## config.mk

```make
export PLATFORM = sky130hd
export DESIGN_NAME = apsel_top
export DESIGN_NICKNAME = d
export VERILOG_FILES = /design/src/core/apsel_pkg.sv /design/src/core/apsel_sync.sv /design/src/core/apsel_regs.sv /design/src/core/apsel_top.sv
export SDC_FILE = /design/constraint.sdc
export NUM_CORES = 1
export LEC_CHECK = 0
export BUFFER_PORTS_ARGS = -buffer_cell sky130_fd_sc_hd__buf_2
export CORE_MARGIN = 4
export CORE_UTILIZATION = 52
export DETAILED_ROUTE_END_ITERATION = 8
export PLACE_DENSITY = 0.91
export SLEW_MARGIN = 20
export SYNTH_ARGS = -nofsm -noshare
export SYNTH_HDL_FRONTEND = slang
export SYNTH_HIERARCHICAL = 1
export SYNTH_SLANG_ARGS = --single-unit
```

## constraint.sdc

```tcl
create_clock -name i_clk -period 1.7 [get_ports i_clk]
set_input_delay 0.17 -clock i_clk [delete_from_list [all_inputs] [get_ports i_clk]]
set_output_delay 0.17 -clock i_clk [all_outputs]
set_load 0.1 [all_outputs]
```

## src/core/apsel_pkg.sv

```systemverilog
// Holds the register map, field layout and reset values of the pin mode and scan select block.
// Assumes a plain register port with 16-bit data and small word addresses.
package apsel_pkg;

  // ****************************************************************
  // Register map.
  // ****************************************************************
  localparam int unsigned ADDR_W = 4;                            // Width of the register address.
  localparam int unsigned DATA_W = 16;                           // Width of the register data.
  localparam int unsigned CH_N   = 16;                           // Bit positions per register.
  localparam logic [3:0] OFF_PIN_CONFIG  = 4'h0;                  // Pin configuration register.
  localparam logic [3:0] OFF_SCAN_SELECT = 4'h1;                  // Scan select register.
  localparam logic [3:0] OFF_PIN_STATE   = 4'h2;                  // Effective digital mode status.
  localparam logic [3:0] OFF_PORT_READ   = 4'h3;                  // Port read value status.

  // ****************************************************************
  // Field layout and reset values.
  // ****************************************************************
  localparam logic [15:0] PIN_CONFIG_RESET  = 16'h0000;           // All pins analog after reset.
  localparam logic [15:0] SCAN_SELECT_RESET = 16'h0000;           // No channel scanned after reset.
  localparam logic [15:0] IMPL_MASK         = 16'h9FFF;           // Bits 15 and 12:0 exist.
  localparam logic [15:0] LARGE_ONLY_MASK   = 16'h99C0;           // Bits 15, 12:11, 8:6.
  localparam logic [15:0] MID_MEM_MASK      = 16'h0600;           // Bits 10:9.
  localparam logic [15:0] PIN_COUNT_MASK    = 16'h0030;           // Bits 5:4.
  localparam logic [15:0] ZERO_WORD         = 16'h0000;           // All-zero word.

endpackage : apsel_pkg

```

## src/core/apsel_sync.sv

```systemverilog
// Holds a two-flop synchroniser for a vector of pin levels.
// Assumes the inputs come from pads outside the clock domain.
`timescale 1ns/1ps
module apsel_sync #(
  parameter int unsigned W = 16
) (
  input  wire logic         i_clk,     // System clock.
  input  wire logic         i_srst,    // Synchronous reset, active high.
  input  wire logic [W-1:0] i_async,   // Raw pad levels.
  output logic      [W-1:0] o_sync     // Synchronised levels.
);

  logic [W-1:0] stage_one;             // First stage, read only by the second stage.

  // Two flip-flops per bit, the second feeding all logic.
  always_ff @(posedge i_clk) begin
    if (i_srst) begin
      stage_one <= '0;
      o_sync    <= '0;
    end else begin
      stage_one <= i_async;
      o_sync    <= stage_one;
    end
  end

endmodule : apsel_sync

```

## src/core/apsel_regs.sv

```systemverilog
// Holds one 16-bit software register with a write mask.
// Assumes writes come as single-cycle strobes on the system clock.
`timescale 1ns/1ps
module apsel_regs (
  input  wire logic        i_clk,      // System clock.
  input  wire logic        i_srst,     // Synchronous reset, active high.
  input  wire logic        i_we,       // Write strobe for this register.
  input  wire logic [15:0] i_wdata,    // Write data.
  input  wire logic [15:0] i_mask,     // Writable bit positions.
  input  wire logic [15:0] i_reset,    // Reset value, a constant.
  output logic      [15:0] o_value     // Stored value, unwritable bits zero.
);

  logic [15:0] next_value;             // Value after a write.

  assign next_value = i_wdata & i_mask;

  // Store masked write data; bits outside the mask stay zero.
  always_ff @(posedge i_clk) begin
    if (i_srst) begin
      o_value <= i_reset & i_mask;
    end else if (i_we) begin
      o_value <= next_value;
    end
  end

endmodule : apsel_regs

```

## src/core/apsel_top.sv

```systemverilog
// Holds the pin mode and scan select logic of the converter.
// Assumes a register master that keeps the strobes one cycle long and never both at once.
// Assumes the disable and busy levels come from logic on the same clock.
// What this block does
// RL1 - Bit one: digital, port read, mux grounded.
// RL2 - Bit zero: analog, port read off, sampled.
// RL3 - Analog pins read back as zero.
// RL4 - Reset leaves every shared pin analog.
// RL5 - Converter disabled forces all pins digital.
// RL6 - Bits without pins stored but ignored.
// RL7 - Bit x controls channel x; 14:13 absent.
// RL8 - Scan bits select channels; sensor never scanned.
// RL9 - Variant-dependent bits are reserved when absent.
// RL10 - Unimplemented bits ignore writes, read zero.
// RL11 - Writes apply next cycle, conversion undisturbed.
`timescale 1ns/1ps
module apsel_top #(
  parameter logic [15:0] PIN_PRESENT = 16'h9FFF,  // Channels that have a pin.
  parameter logic        HAS_LARGE   = 1'b1,      // Largest variant bits exist.
  parameter logic        HAS_MID_MEM = 1'b1,      // Bits 10:9 exist.
  parameter logic        HAS_PIN_5_4 = 1'b1,      // Pin bits 5:4 exist.
  parameter logic [15:0] TEMP_CH     = 16'h0000   // One-hot sensor channel, zero if none.
) (
  input  wire logic        i_clk,             // System clock, 125 MHz.
  input  wire logic        i_srst,            // Synchronous reset, active high.
  input  wire logic [3:0]  i_addr,            // Register address.
  input  wire logic [15:0] i_wdata,           // Register write data.
  input  wire logic        i_wr,              // Write strobe.
  input  wire logic        i_rd,              // Read strobe.
  output logic      [15:0] o_rdata,           // Read data, one cycle after the strobe.
  input  wire logic        i_module_disable,  // Converter module disable, same domain.
  input  wire logic        i_conv_busy,       // Conversion in progress, same domain.
  input  wire logic [15:0] i_pin_level,       // Raw pad levels.
  output logic      [15:0] o_digital_mode,    // Pin in digital mode.
  output logic      [15:0] o_port_read_en,    // Port read input enabled.
  output logic      [15:0] o_port_read,       // Value seen by a port read.
  output logic      [15:0] o_mux_ground,      // Channel mux parked on analog ground.
  output logic      [15:0] o_scan_enable      // Channel joins the automatic scan.
);

  // ****************************************************************
  // Masks of the stored bits.
  // ****************************************************************
  // Positions 14:13 are never stored; variant bits drop out when absent. [RL7] [RL9] [RL10]
  wire [15:0] scan_mask;                      // Writable scan select bits.
  wire [15:0] pin_mask;                       // Writable pin configuration bits.
  assign scan_mask = apsel_pkg::IMPL_MASK
                   & ~(HAS_LARGE   ? apsel_pkg::ZERO_WORD : apsel_pkg::LARGE_ONLY_MASK)
                   & ~(HAS_MID_MEM ? apsel_pkg::ZERO_WORD : apsel_pkg::MID_MEM_MASK);
  assign pin_mask  = scan_mask
                   & ~(HAS_PIN_5_4 ? apsel_pkg::ZERO_WORD : apsel_pkg::PIN_COUNT_MASK);

  // ****************************************************************
  // Address decode.
  // ****************************************************************
  wire        wr_pin;                         // Write to the pin configuration register.
  wire        wr_scan;                        // Write to the scan select register.
  assign wr_pin  = i_wr && (i_addr == apsel_pkg::OFF_PIN_CONFIG);
  assign wr_scan = i_wr && (i_addr == apsel_pkg::OFF_SCAN_SELECT);

  // ****************************************************************
  // Software registers.
  // ****************************************************************
  wire [15:0] pin_config;                     // Stored pin configuration.
  wire [15:0] scan_select;                    // Stored scan selection.

  // Reset value is all zero, so every shared pin starts analog. [RL4]
  apsel_regs u_pin_config (
    .i_clk   (i_clk),
    .i_srst  (i_srst),
    .i_we    (wr_pin),
    .i_wdata (i_wdata),
    .i_mask  (pin_mask),
    .i_reset (apsel_pkg::PIN_CONFIG_RESET),
    .o_value (pin_config)
  );

  apsel_regs u_scan_select (
    .i_clk   (i_clk),
    .i_srst  (i_srst),
    .i_we    (wr_scan),
    .i_wdata (i_wdata),
    .i_mask  (scan_mask),
    .i_reset (apsel_pkg::SCAN_SELECT_RESET),
    .o_value (scan_select)
  );

  // ****************************************************************
  // Pad synchroniser.
  // ****************************************************************
  wire [15:0] pin_sync;                       // Pad levels after two flops.
  apsel_sync #(.W(16)) u_sync (
    .i_clk   (i_clk),
    .i_srst  (i_srst),
    .i_async (i_pin_level),
    .o_sync  (pin_sync)
  );

  // ****************************************************************
  // Pin mode decisions.
  // ****************************************************************
  wire [15:0] next_digital;                   // Effective digital mode.
  wire [15:0] next_scan;                      // Effective scan set.
  wire [15:0] next_read;                      // Port read value.
  // Disabled converter overrides every pinned bit to digital; pinless bits have no effect. [RL5] [RL6]
  assign next_digital = i_module_disable ? PIN_PRESENT : (pin_config & PIN_PRESENT); // [RL1] [RL2]
  // Sensor channel is removed from the scan set. [RL8]
  assign next_scan    = scan_select & scan_mask & ~TEMP_CH;
  // Analog pins read back as zero. [RL3]
  assign next_read    = pin_sync & next_digital;

  // The outputs follow the registers one cycle later; a running conversion only sees
  // the scan set and mux parking, and no state of it is touched here. [RL11]
  always_ff @(posedge i_clk) begin
    if (i_srst) begin
      o_digital_mode <= apsel_pkg::ZERO_WORD;
      o_port_read_en <= apsel_pkg::ZERO_WORD;
      o_port_read    <= apsel_pkg::ZERO_WORD;
      o_mux_ground   <= apsel_pkg::ZERO_WORD;
      o_scan_enable  <= apsel_pkg::ZERO_WORD;
    end else begin
      o_digital_mode <= next_digital;         // [RL1] [RL2]
      o_port_read_en <= next_digital;         // [RL1] [RL2]
      o_port_read    <= next_read;            // [RL3]
      o_mux_ground   <= next_digital;         // [RL1]
      o_scan_enable  <= next_scan;            // [RL8]
    end
  end

  // ****************************************************************
  // Read path.
  // ****************************************************************
  wire [15:0] read_mux;                       // Selected read word.
  assign read_mux = (i_addr == apsel_pkg::OFF_PIN_CONFIG)  ? pin_config     :
                    (i_addr == apsel_pkg::OFF_SCAN_SELECT) ? scan_select    :
                    (i_addr == apsel_pkg::OFF_PIN_STATE)   ? o_digital_mode :
                    (i_addr == apsel_pkg::OFF_PORT_READ)   ? o_port_read    :
                    apsel_pkg::ZERO_WORD;

  // Read data stand only in the cycle after the strobe; otherwise zero.
  always_ff @(posedge i_clk) begin
    if (i_srst) begin
      o_rdata <= apsel_pkg::ZERO_WORD;
    end else begin
      o_rdata <= i_rd ? read_mux : apsel_pkg::ZERO_WORD;
    end
  end

  // ****************************************************************
  // Assertions.
  // ****************************************************************
  AST_DIGITAL_FOLLOWS: assert property (@(posedge i_clk) disable iff (i_srst) // [RL1]
    (!i_module_disable) |=> (o_digital_mode == ($past(pin_config) & PIN_PRESENT)))
    else $error("Digital mode does not follow the pin configuration.");

  AST_ANALOG_READ_ZERO: assert property (@(posedge i_clk) disable iff (i_srst) // [RL3]
    (o_port_read & ~o_digital_mode) == 16'h0000)
    else $error("An analog pin reads back nonzero.");

  AST_ANALOG_OFF: assert property (@(posedge i_clk) disable iff (i_srst) // [RL2]
    (o_port_read_en == o_digital_mode) && (o_mux_ground == o_digital_mode))
    else $error("Read enable or mux ground disagrees with the mode.");

  AST_RESET_ANALOG: assert property (@(posedge i_clk) // [RL4]
    ($past(i_srst) && !i_srst) |-> (pin_config == 16'h0000) && (o_digital_mode == 16'h0000))
    else $error("Pins are not analog after reset.");

  AST_DISABLE_DIGITAL: assert property (@(posedge i_clk) disable iff (i_srst) // [RL5]
    i_module_disable |=> (o_digital_mode == PIN_PRESENT))
    else $error("Disabled converter did not force digital mode.");

  AST_PINLESS_IGNORED: assert property (@(posedge i_clk) disable iff (i_srst) // [RL6]
    (o_digital_mode & ~PIN_PRESENT) == 16'h0000)
    else $error("A bit without a pin had an effect.");

  AST_GAP_ZERO: assert property (@(posedge i_clk) disable iff (i_srst) // [RL7]
    (pin_config[14:13] == 2'h0) && (scan_select[14:13] == 2'h0))
    else $error("Unimplemented bits 14:13 are nonzero.");

  AST_SENSOR_SKIP: assert property (@(posedge i_clk) disable iff (i_srst) // [RL8]
    (o_scan_enable & TEMP_CH) == 16'h0000)
    else $error("The sensor channel joined the scan.");

  AST_RESERVED_ZERO: assert property (@(posedge i_clk) disable iff (i_srst) // [RL9]
    ((pin_config & ~pin_mask) == 16'h0000) && ((scan_select & ~scan_mask) == 16'h0000))
    else $error("A reserved bit holds a one.");

  AST_WRITE_MASKED: assert property (@(posedge i_clk) disable iff (i_srst) // [RL10]
    wr_scan |=> (scan_select == ($past(i_wdata) & scan_mask)))
    else $error("Scan select write not stored as masked.");

  AST_WRITE_NEXT: assert property (@(posedge i_clk) disable iff (i_srst) // [RL11]
    wr_scan ##1 !i_srst |=> (o_scan_enable == ($past(i_wdata, 2) & scan_mask & ~TEMP_CH)))
    else $error("Scan write did not reach the output two edges later.");

  // ****************************************************************
  // Read path checks.
  // ****************************************************************
  // A configuration read returns the stored word, pinless bits included.
  AST_READ_CONFIG: assert property (@(posedge i_clk) disable iff (i_srst) // [RL6]
    (i_rd && (i_addr == apsel_pkg::OFF_PIN_CONFIG)) |=>
      (o_rdata == $past(pin_config)))
    else $error("Pin configuration read is wrong.");

  // A scan select read returns the stored word.
  AST_READ_SCAN: assert property (@(posedge i_clk) disable iff (i_srst) // [RL8]
    (i_rd && (i_addr == apsel_pkg::OFF_SCAN_SELECT)) |=>
      (o_rdata == $past(scan_select)))
    else $error("Scan select read is wrong.");

  // A port read shows zero on every pin that was analog.
  AST_READ_PORT: assert property (@(posedge i_clk) disable iff (i_srst) // [RL3]
    (i_rd && (i_addr == apsel_pkg::OFF_PORT_READ)) |=>
      ((o_rdata & ~$past(o_digital_mode)) == 16'h0000))
    else $error("Port read shows a one on an analog pin.");

  // Addresses past the status words hold nothing and read zero.
  AST_READ_UNMAPPED: assert property (@(posedge i_clk) disable iff (i_srst) // [RL10]
    (i_rd && (i_addr > apsel_pkg::OFF_PORT_READ)) |=>
      (o_rdata == 16'h0000))
    else $error("An empty address reads nonzero.");

  // Between reads the data lines rest at zero.
  AST_READ_IDLE: assert property (@(posedge i_clk) disable iff (i_srst) // [RL10]
    (!i_rd) |=>
      (o_rdata == 16'h0000))
    else $error("Read data stood outside the read cycle.");

  // ****************************************************************
  // Mode and variant checks.
  // ****************************************************************
  // The mux parks on ground exactly where the stored bit asks for digital.
  AST_MUX_FOLLOWS: assert property (@(posedge i_clk) disable iff (i_srst) // [RL1]
    (!i_module_disable) |=>
      (o_mux_ground == ($past(pin_config) & PIN_PRESENT)))
    else $error("Mux parking does not follow the configuration.");

  // An analog pin has its read input off and its mux free to sample.
  AST_ANALOG_SAMPLE: assert property (@(posedge i_clk) disable iff (i_srst) // [RL2]
    (!i_module_disable) |=>
      (((o_port_read_en | o_mux_ground) & ~$past(pin_config)) == 16'h0000))
    else $error("An analog pin is not left to the converter.");

  // A digital pin passes the synchronised pad level to the port read.
  AST_PORT_READ_LIVE: assert property (@(posedge i_clk) disable iff (i_srst) // [RL1]
    1'b1 |=>
      (o_port_read == ($past(pin_sync) & o_digital_mode)))
    else $error("A digital pin does not show its pad level.");

  // Reset clears the scan set along with the pin modes.
  AST_RESET_SCAN: assert property (@(posedge i_clk) // [RL4]
    ($past(i_srst) && !i_srst) |->
      ((scan_select == 16'h0000) && (o_scan_enable == 16'h0000)))
    else $error("The scan set is not clear after reset.");

  // A switched-off converter leaves read inputs on and the mux parked on every pinned channel.
  AST_DISABLE_ALL: assert property (@(posedge i_clk) disable iff (i_srst) // [RL5]
    i_module_disable |=>
      ((o_port_read_en == PIN_PRESENT) && (o_mux_ground == PIN_PRESENT)))
    else $error("Disabled converter left a pin analog.");

  // Switching the converter off keeps the stored configuration for later.
  AST_DISABLE_KEEPS: assert property (@(posedge i_clk) disable iff (i_srst) // [RL5]
    (i_module_disable && !wr_pin) |=>
      $stable(pin_config))
    else $error("Disabling the converter changed the configuration.");

  // A pinless bit is still stored as written.
  AST_PIN_STORE: assert property (@(posedge i_clk) disable iff (i_srst) // [RL6]
    wr_pin |=>
      (pin_config == ($past(i_wdata) & pin_mask)))
    else $error("Pin configuration write not stored as masked.");

  // The scan set never holds a channel that software left out.
  AST_SCAN_SUBSET: assert property (@(posedge i_clk) disable iff (i_srst) // [RL8]
    1'b1 |=>
      ((o_scan_enable & ~$past(scan_select)) == 16'h0000))
    else $error("An unselected channel joined the scan.");

  // Without the largest variant, its bits stay zero in both registers.
  AST_VARIANT_LARGE: assert property (@(posedge i_clk) disable iff (i_srst) // [RL9]
    (!HAS_LARGE) |->
      (((pin_config | scan_select) & apsel_pkg::LARGE_ONLY_MASK) == 16'h0000))
    else $error("A largest-variant bit is stored.");

  // Without the mid-memory bits, positions 10:9 stay zero.
  AST_VARIANT_MID: assert property (@(posedge i_clk) disable iff (i_srst) // [RL9]
    (!HAS_MID_MEM) |->
      (((pin_config | scan_select) & apsel_pkg::MID_MEM_MASK) == 16'h0000))
    else $error("A mid-memory bit is stored.");

  // Without pins 5:4, those configuration bits stay zero.
  AST_VARIANT_PINS: assert property (@(posedge i_clk) disable iff (i_srst) // [RL9]
    (!HAS_PIN_5_4) |->
      ((pin_config & apsel_pkg::PIN_COUNT_MASK) == 16'h0000))
    else $error("A pin bit 5:4 is stored.");

  // ****************************************************************
  // Write timing checks.
  // ****************************************************************
  // A configuration write reaches the mode outputs two edges later.
  AST_MODE_NEXT: assert property (@(posedge i_clk) disable iff (i_srst) // [RL11]
    (wr_pin ##1 !i_module_disable) |=>
      (o_digital_mode == ($past(i_wdata, 2) & pin_mask & PIN_PRESENT)))
    else $error("Configuration write did not reach the mode.");

  // A write lands while a conversion runs; nothing waits on the converter.
  AST_BUSY_WRITE: assert property (@(posedge i_clk) disable iff (i_srst) // [RL11]
    (wr_pin && i_conv_busy) |=>
      (pin_config == ($past(i_wdata) & pin_mask)))
    else $error("A write during conversion was lost.");

  // Writes to the status words or empty places leave both registers alone.
  AST_STATUS_WRITE: assert property (@(posedge i_clk) disable iff (i_srst) // [RL10]
    (i_wr && !wr_pin && !wr_scan) |=>
      ($stable(pin_config) && $stable(scan_select)))
    else $error("A write to a read-only place changed a register.");

endmodule : apsel_top

```

# After elaboration in Yosys (flattened, before gate mapping)
# Index checks and enable logic that the tools add are counted.
word_totals:
  regBits: 124
  word_cells: 25
classes:
  eq_ne: 3
  muxes: 5
  n_bitwise: 2
  n_reduce_logical: 5
op_table:
  columns: ["op", "count"]
  rows:
  - ["$mux W16", 5]
  - ["$and A16 B16 Y16", 1]
  - ["$eq A4 B2 Y1 const B", 2]
  - ["$eq A4 B1 Y1 const B", 1]
  - ["$logic_not A4 Y1", 1]
  - ["$reduce_or A4 Y1", 1]
  - ["$logic_and A1 B1 Y1", 2]
  - ["$reduce_or A2 Y1", 1]
  - ["$not A1 Y1", 1]

# Logic depth before layout (Yosys ltp)
depth:
  ltp_word: 5
  depth_mapped: 5
  mapped_depth_nobuf: 4

# Cells and area by module
# Netlist, hierarchy kept.
modules_own_cells:
  columns: ["module", "n_inst", "area_per_inst_um2", "seq_area_each_um2", "cells_per_inst"]
  rows:
  - ["apsel_top", 1, 2344.7, 1161.1, 237]
  - ["apsel_regs", 2, 778.2, 480.5, 51]
  - ["apsel_sync", 1, 863.3, 640.6, 67]

# Least setup slack after synthesis
# OpenSTA, ideal clock, no wires.
synth_timing:
  kind: "register to output"
  from: "register o_mux_ground[0]"
  to: "output port o_mux_ground[0]"
  path_buffers: 1
  arrival_time_ps: 1392
  path_slack_ps: 138
  path_stages_with_launch: 2
  path_cell_list: "dfxtp_1 -> buf_4"
synth_lines:
  columns: ["element", "line", "source"]
  rows:
  - ["from (decl)", "apsel_top.sv:37", "output logic [15:0] o_mux_ground,"]
  - ["from (signal assigned)", "apsel_top.sv:119", "o_mux_ground <= apsel_pkg::ZERO_WORD;"]
  - ["from (signal assigned)", "apsel_top.sv:125", "o_mux_ground <= next_digital;"]
# No word-level cell between the ends.

==> run_results.csv <==
group,metric,value,unit
status,status,"finished, final reports clean",
timing,timing.final.ws_setup,0.173,ns
routing,ant_nets,0,
clocking,cts_root_buffer,"clkbuf_8",
flow_run,cap_violations,0,
floorplan,boundaryPins,138,
global_routing,grt_start_max_net_pins,40,
finish,seqCellArea,0.00268,mm²
synthesis,syn_inst,398,
setup_path,slowest_stage,"buf_2",
setup_path,required,1.53,ns
routing,firstDrtPassIters,4,
setup_path,max_stage_delay,0.45,ns
floorplan,die_h,103,µm
finish,layout_common_cells,"123 x buf_2, 86 x dfxtp_1, 74 x nor2b_1, 74 x conb_1, 34 x mux2i_1",
finish,final_common_cell,"buf_2",
setup_path,end_kind,"primary output",
timing,clock.fmax,655,MHz
power,total_power,7.94,mW
timing,fin_crit_sh,89.8,%
clocking,clk_path_buf_depth,2,
placed_design,dpl.cell_count,651,
floorplan,die_area,0.0105,mm²
global_routing,track_usage,20.5,%
placed_design,post-place-ws,0.299,ns
floorplan,row_count,34,
timing,setup_tns,0,ns
timing,finalSetupViolations,0,
finish,stdcell_count,701,
setup_path,arrival,1.36,ns
routing,route.detailed.drc,0,
global_routing,grt_pass1_wl,15700,µm
setup_path,startpoint_type,"register",
setup_path,path_max_fanout,4,
routing,routedWlPerCell,14.5,µm
routing,via_count,3265,
timing,min_period,1.53,ns
global_routing,grt_pass1_vias,3317,
floorplan,start_util,53.4,%
routing,wirelength,10200,µm
global_routing,antenna_found_initial,0,
timing,hold_ws,0.0228,ns
setup_path,path_cells,"buf_2",
placed_design,port_buffers,124,
finish,syn_to_final_growth,29.9,%
power,ir_drop,0.986,mV
finish,n_antenna_cell,0,
placed_design,dpl.hpwl,7180,µm
routing,drt_iter0_drc,135,
placed_design,gp_congestion,0.883,
synthesis,syn_area_per_cell,11.7,µm²
setup_path,path_buf_inv,1,
finish,final_nets,622,
routing,via_per_inst,4.66,
synthesis,synth_area,0.00466,mm²
clocking,cts_tree,"built",
floorplan,die_w,103,µm
timing,final-max-slew-violation-count,0,
clocking,ctsResizeCount,0,
power,power_density,1310,mW/mm²
clocking,cts_buffers,17,
clocking,cts_num_sinks,118,
setup_path,crit_type,"reg -> out",
floorplan,core,0.00872,mm²
timing,fin_skew,0.00659,ns
clocking,clk_latency,0.51,ns
timing,rsz0062_at_grt,"no",
clocking,path_clk_slew,0.06,ns
power,leakagePower,2.90,nW
clocking,cts.htree.levels,4,
setup_path,critPathTopFamily,"buffers and inverters",
finish,n_fill_cell,631,
finish,drive_above_1_share,30.0,%
min_path,min-delay-path-class,"in -> reg",
global_routing,grt-ovfl-total,0,
synthesis,yosys_warnings,6,
finish,multi_input_area,0.00173,mm²
timing,hold_violations,0,
[per-stage QoR]
step / area [µm²] / utilization (%)
finish: 6050 / 69.4
CTS: 6050 / 69.4
global placement: 5320 / 61.0
floorplan: 4930 / -
detailed placement: 5320 / 61.0
global route: 6050 / 69.4
[path summary, 6_finish.rpt]
path | startpoint | to | slack [ns] | cells after the start
max reg2reg | u_pin_config/o_value[1]$_DFFE_PP_ | o_port_read[1]$_SDFF_PP0_ | 0.80 | 3
min reg2reg | u_sync/o_sync[12]$_SDFF_PP0_ | o_port_read[12]$_SDFF_PP0_ | 0.42 | 1
min | i_addr[1] | o_rdata[14]$_SDFF_PP0_ | 0.02 | 4
max | o_mux_ground[11]$_SDFF_PP0_ | o_port_read_en[11] | 0.17 | 1
[tightest hold or removal path: cells and delay by family]
family / cells / cell delay [ns]
buffers and inverters: 1 / 0.11
and+or+nand+nor: 3 / 0.20
[where the power goes]
part	switching, mW	internal (mW)	total [mW]
Sequential	0.0866	3.07	3.16
Combinational	1.24	0.300	1.54
Clock	1.22	2.03	3.25
[area by class of cell]
class                      count  area share [%]
sequential                   118            44.3
multi-input combinational    280            28.6
timing repair buffer         149            14.8
clock buffer                  22            8.16
tap                          108            2.23
clock inverter                10            1.05
inverter                      14           0.868
[layer usage]
metal  vias up  track usage [%]  wire (µm)
li1       1593                -          -
met4         0             9.18        210
met3        19             6.97        757
met1      1521             20.6       3610
met5         -                0          0
met2       132             37.9       5580
[flip-flops by register name, indices dropped and copies added (netlist names)]
register	count
u_scan_select/o_value	16
u_sync/o_sync	14
o_rdata	16
o_scan_enable	14
u_sync/stage_one	14
u_pin_config/o_value	16
o_port_read	14
o_mux_ground	14
[what timing repair did]
item                                    4_1_cts  5_1_grt
endpoints found under the hold margin        18        0
endpoints found under the setup margin        0        0
buffers inserted                              0        0
hold buffers                                 18        0
Note: power is estimated with default switching activity, not from simulation.
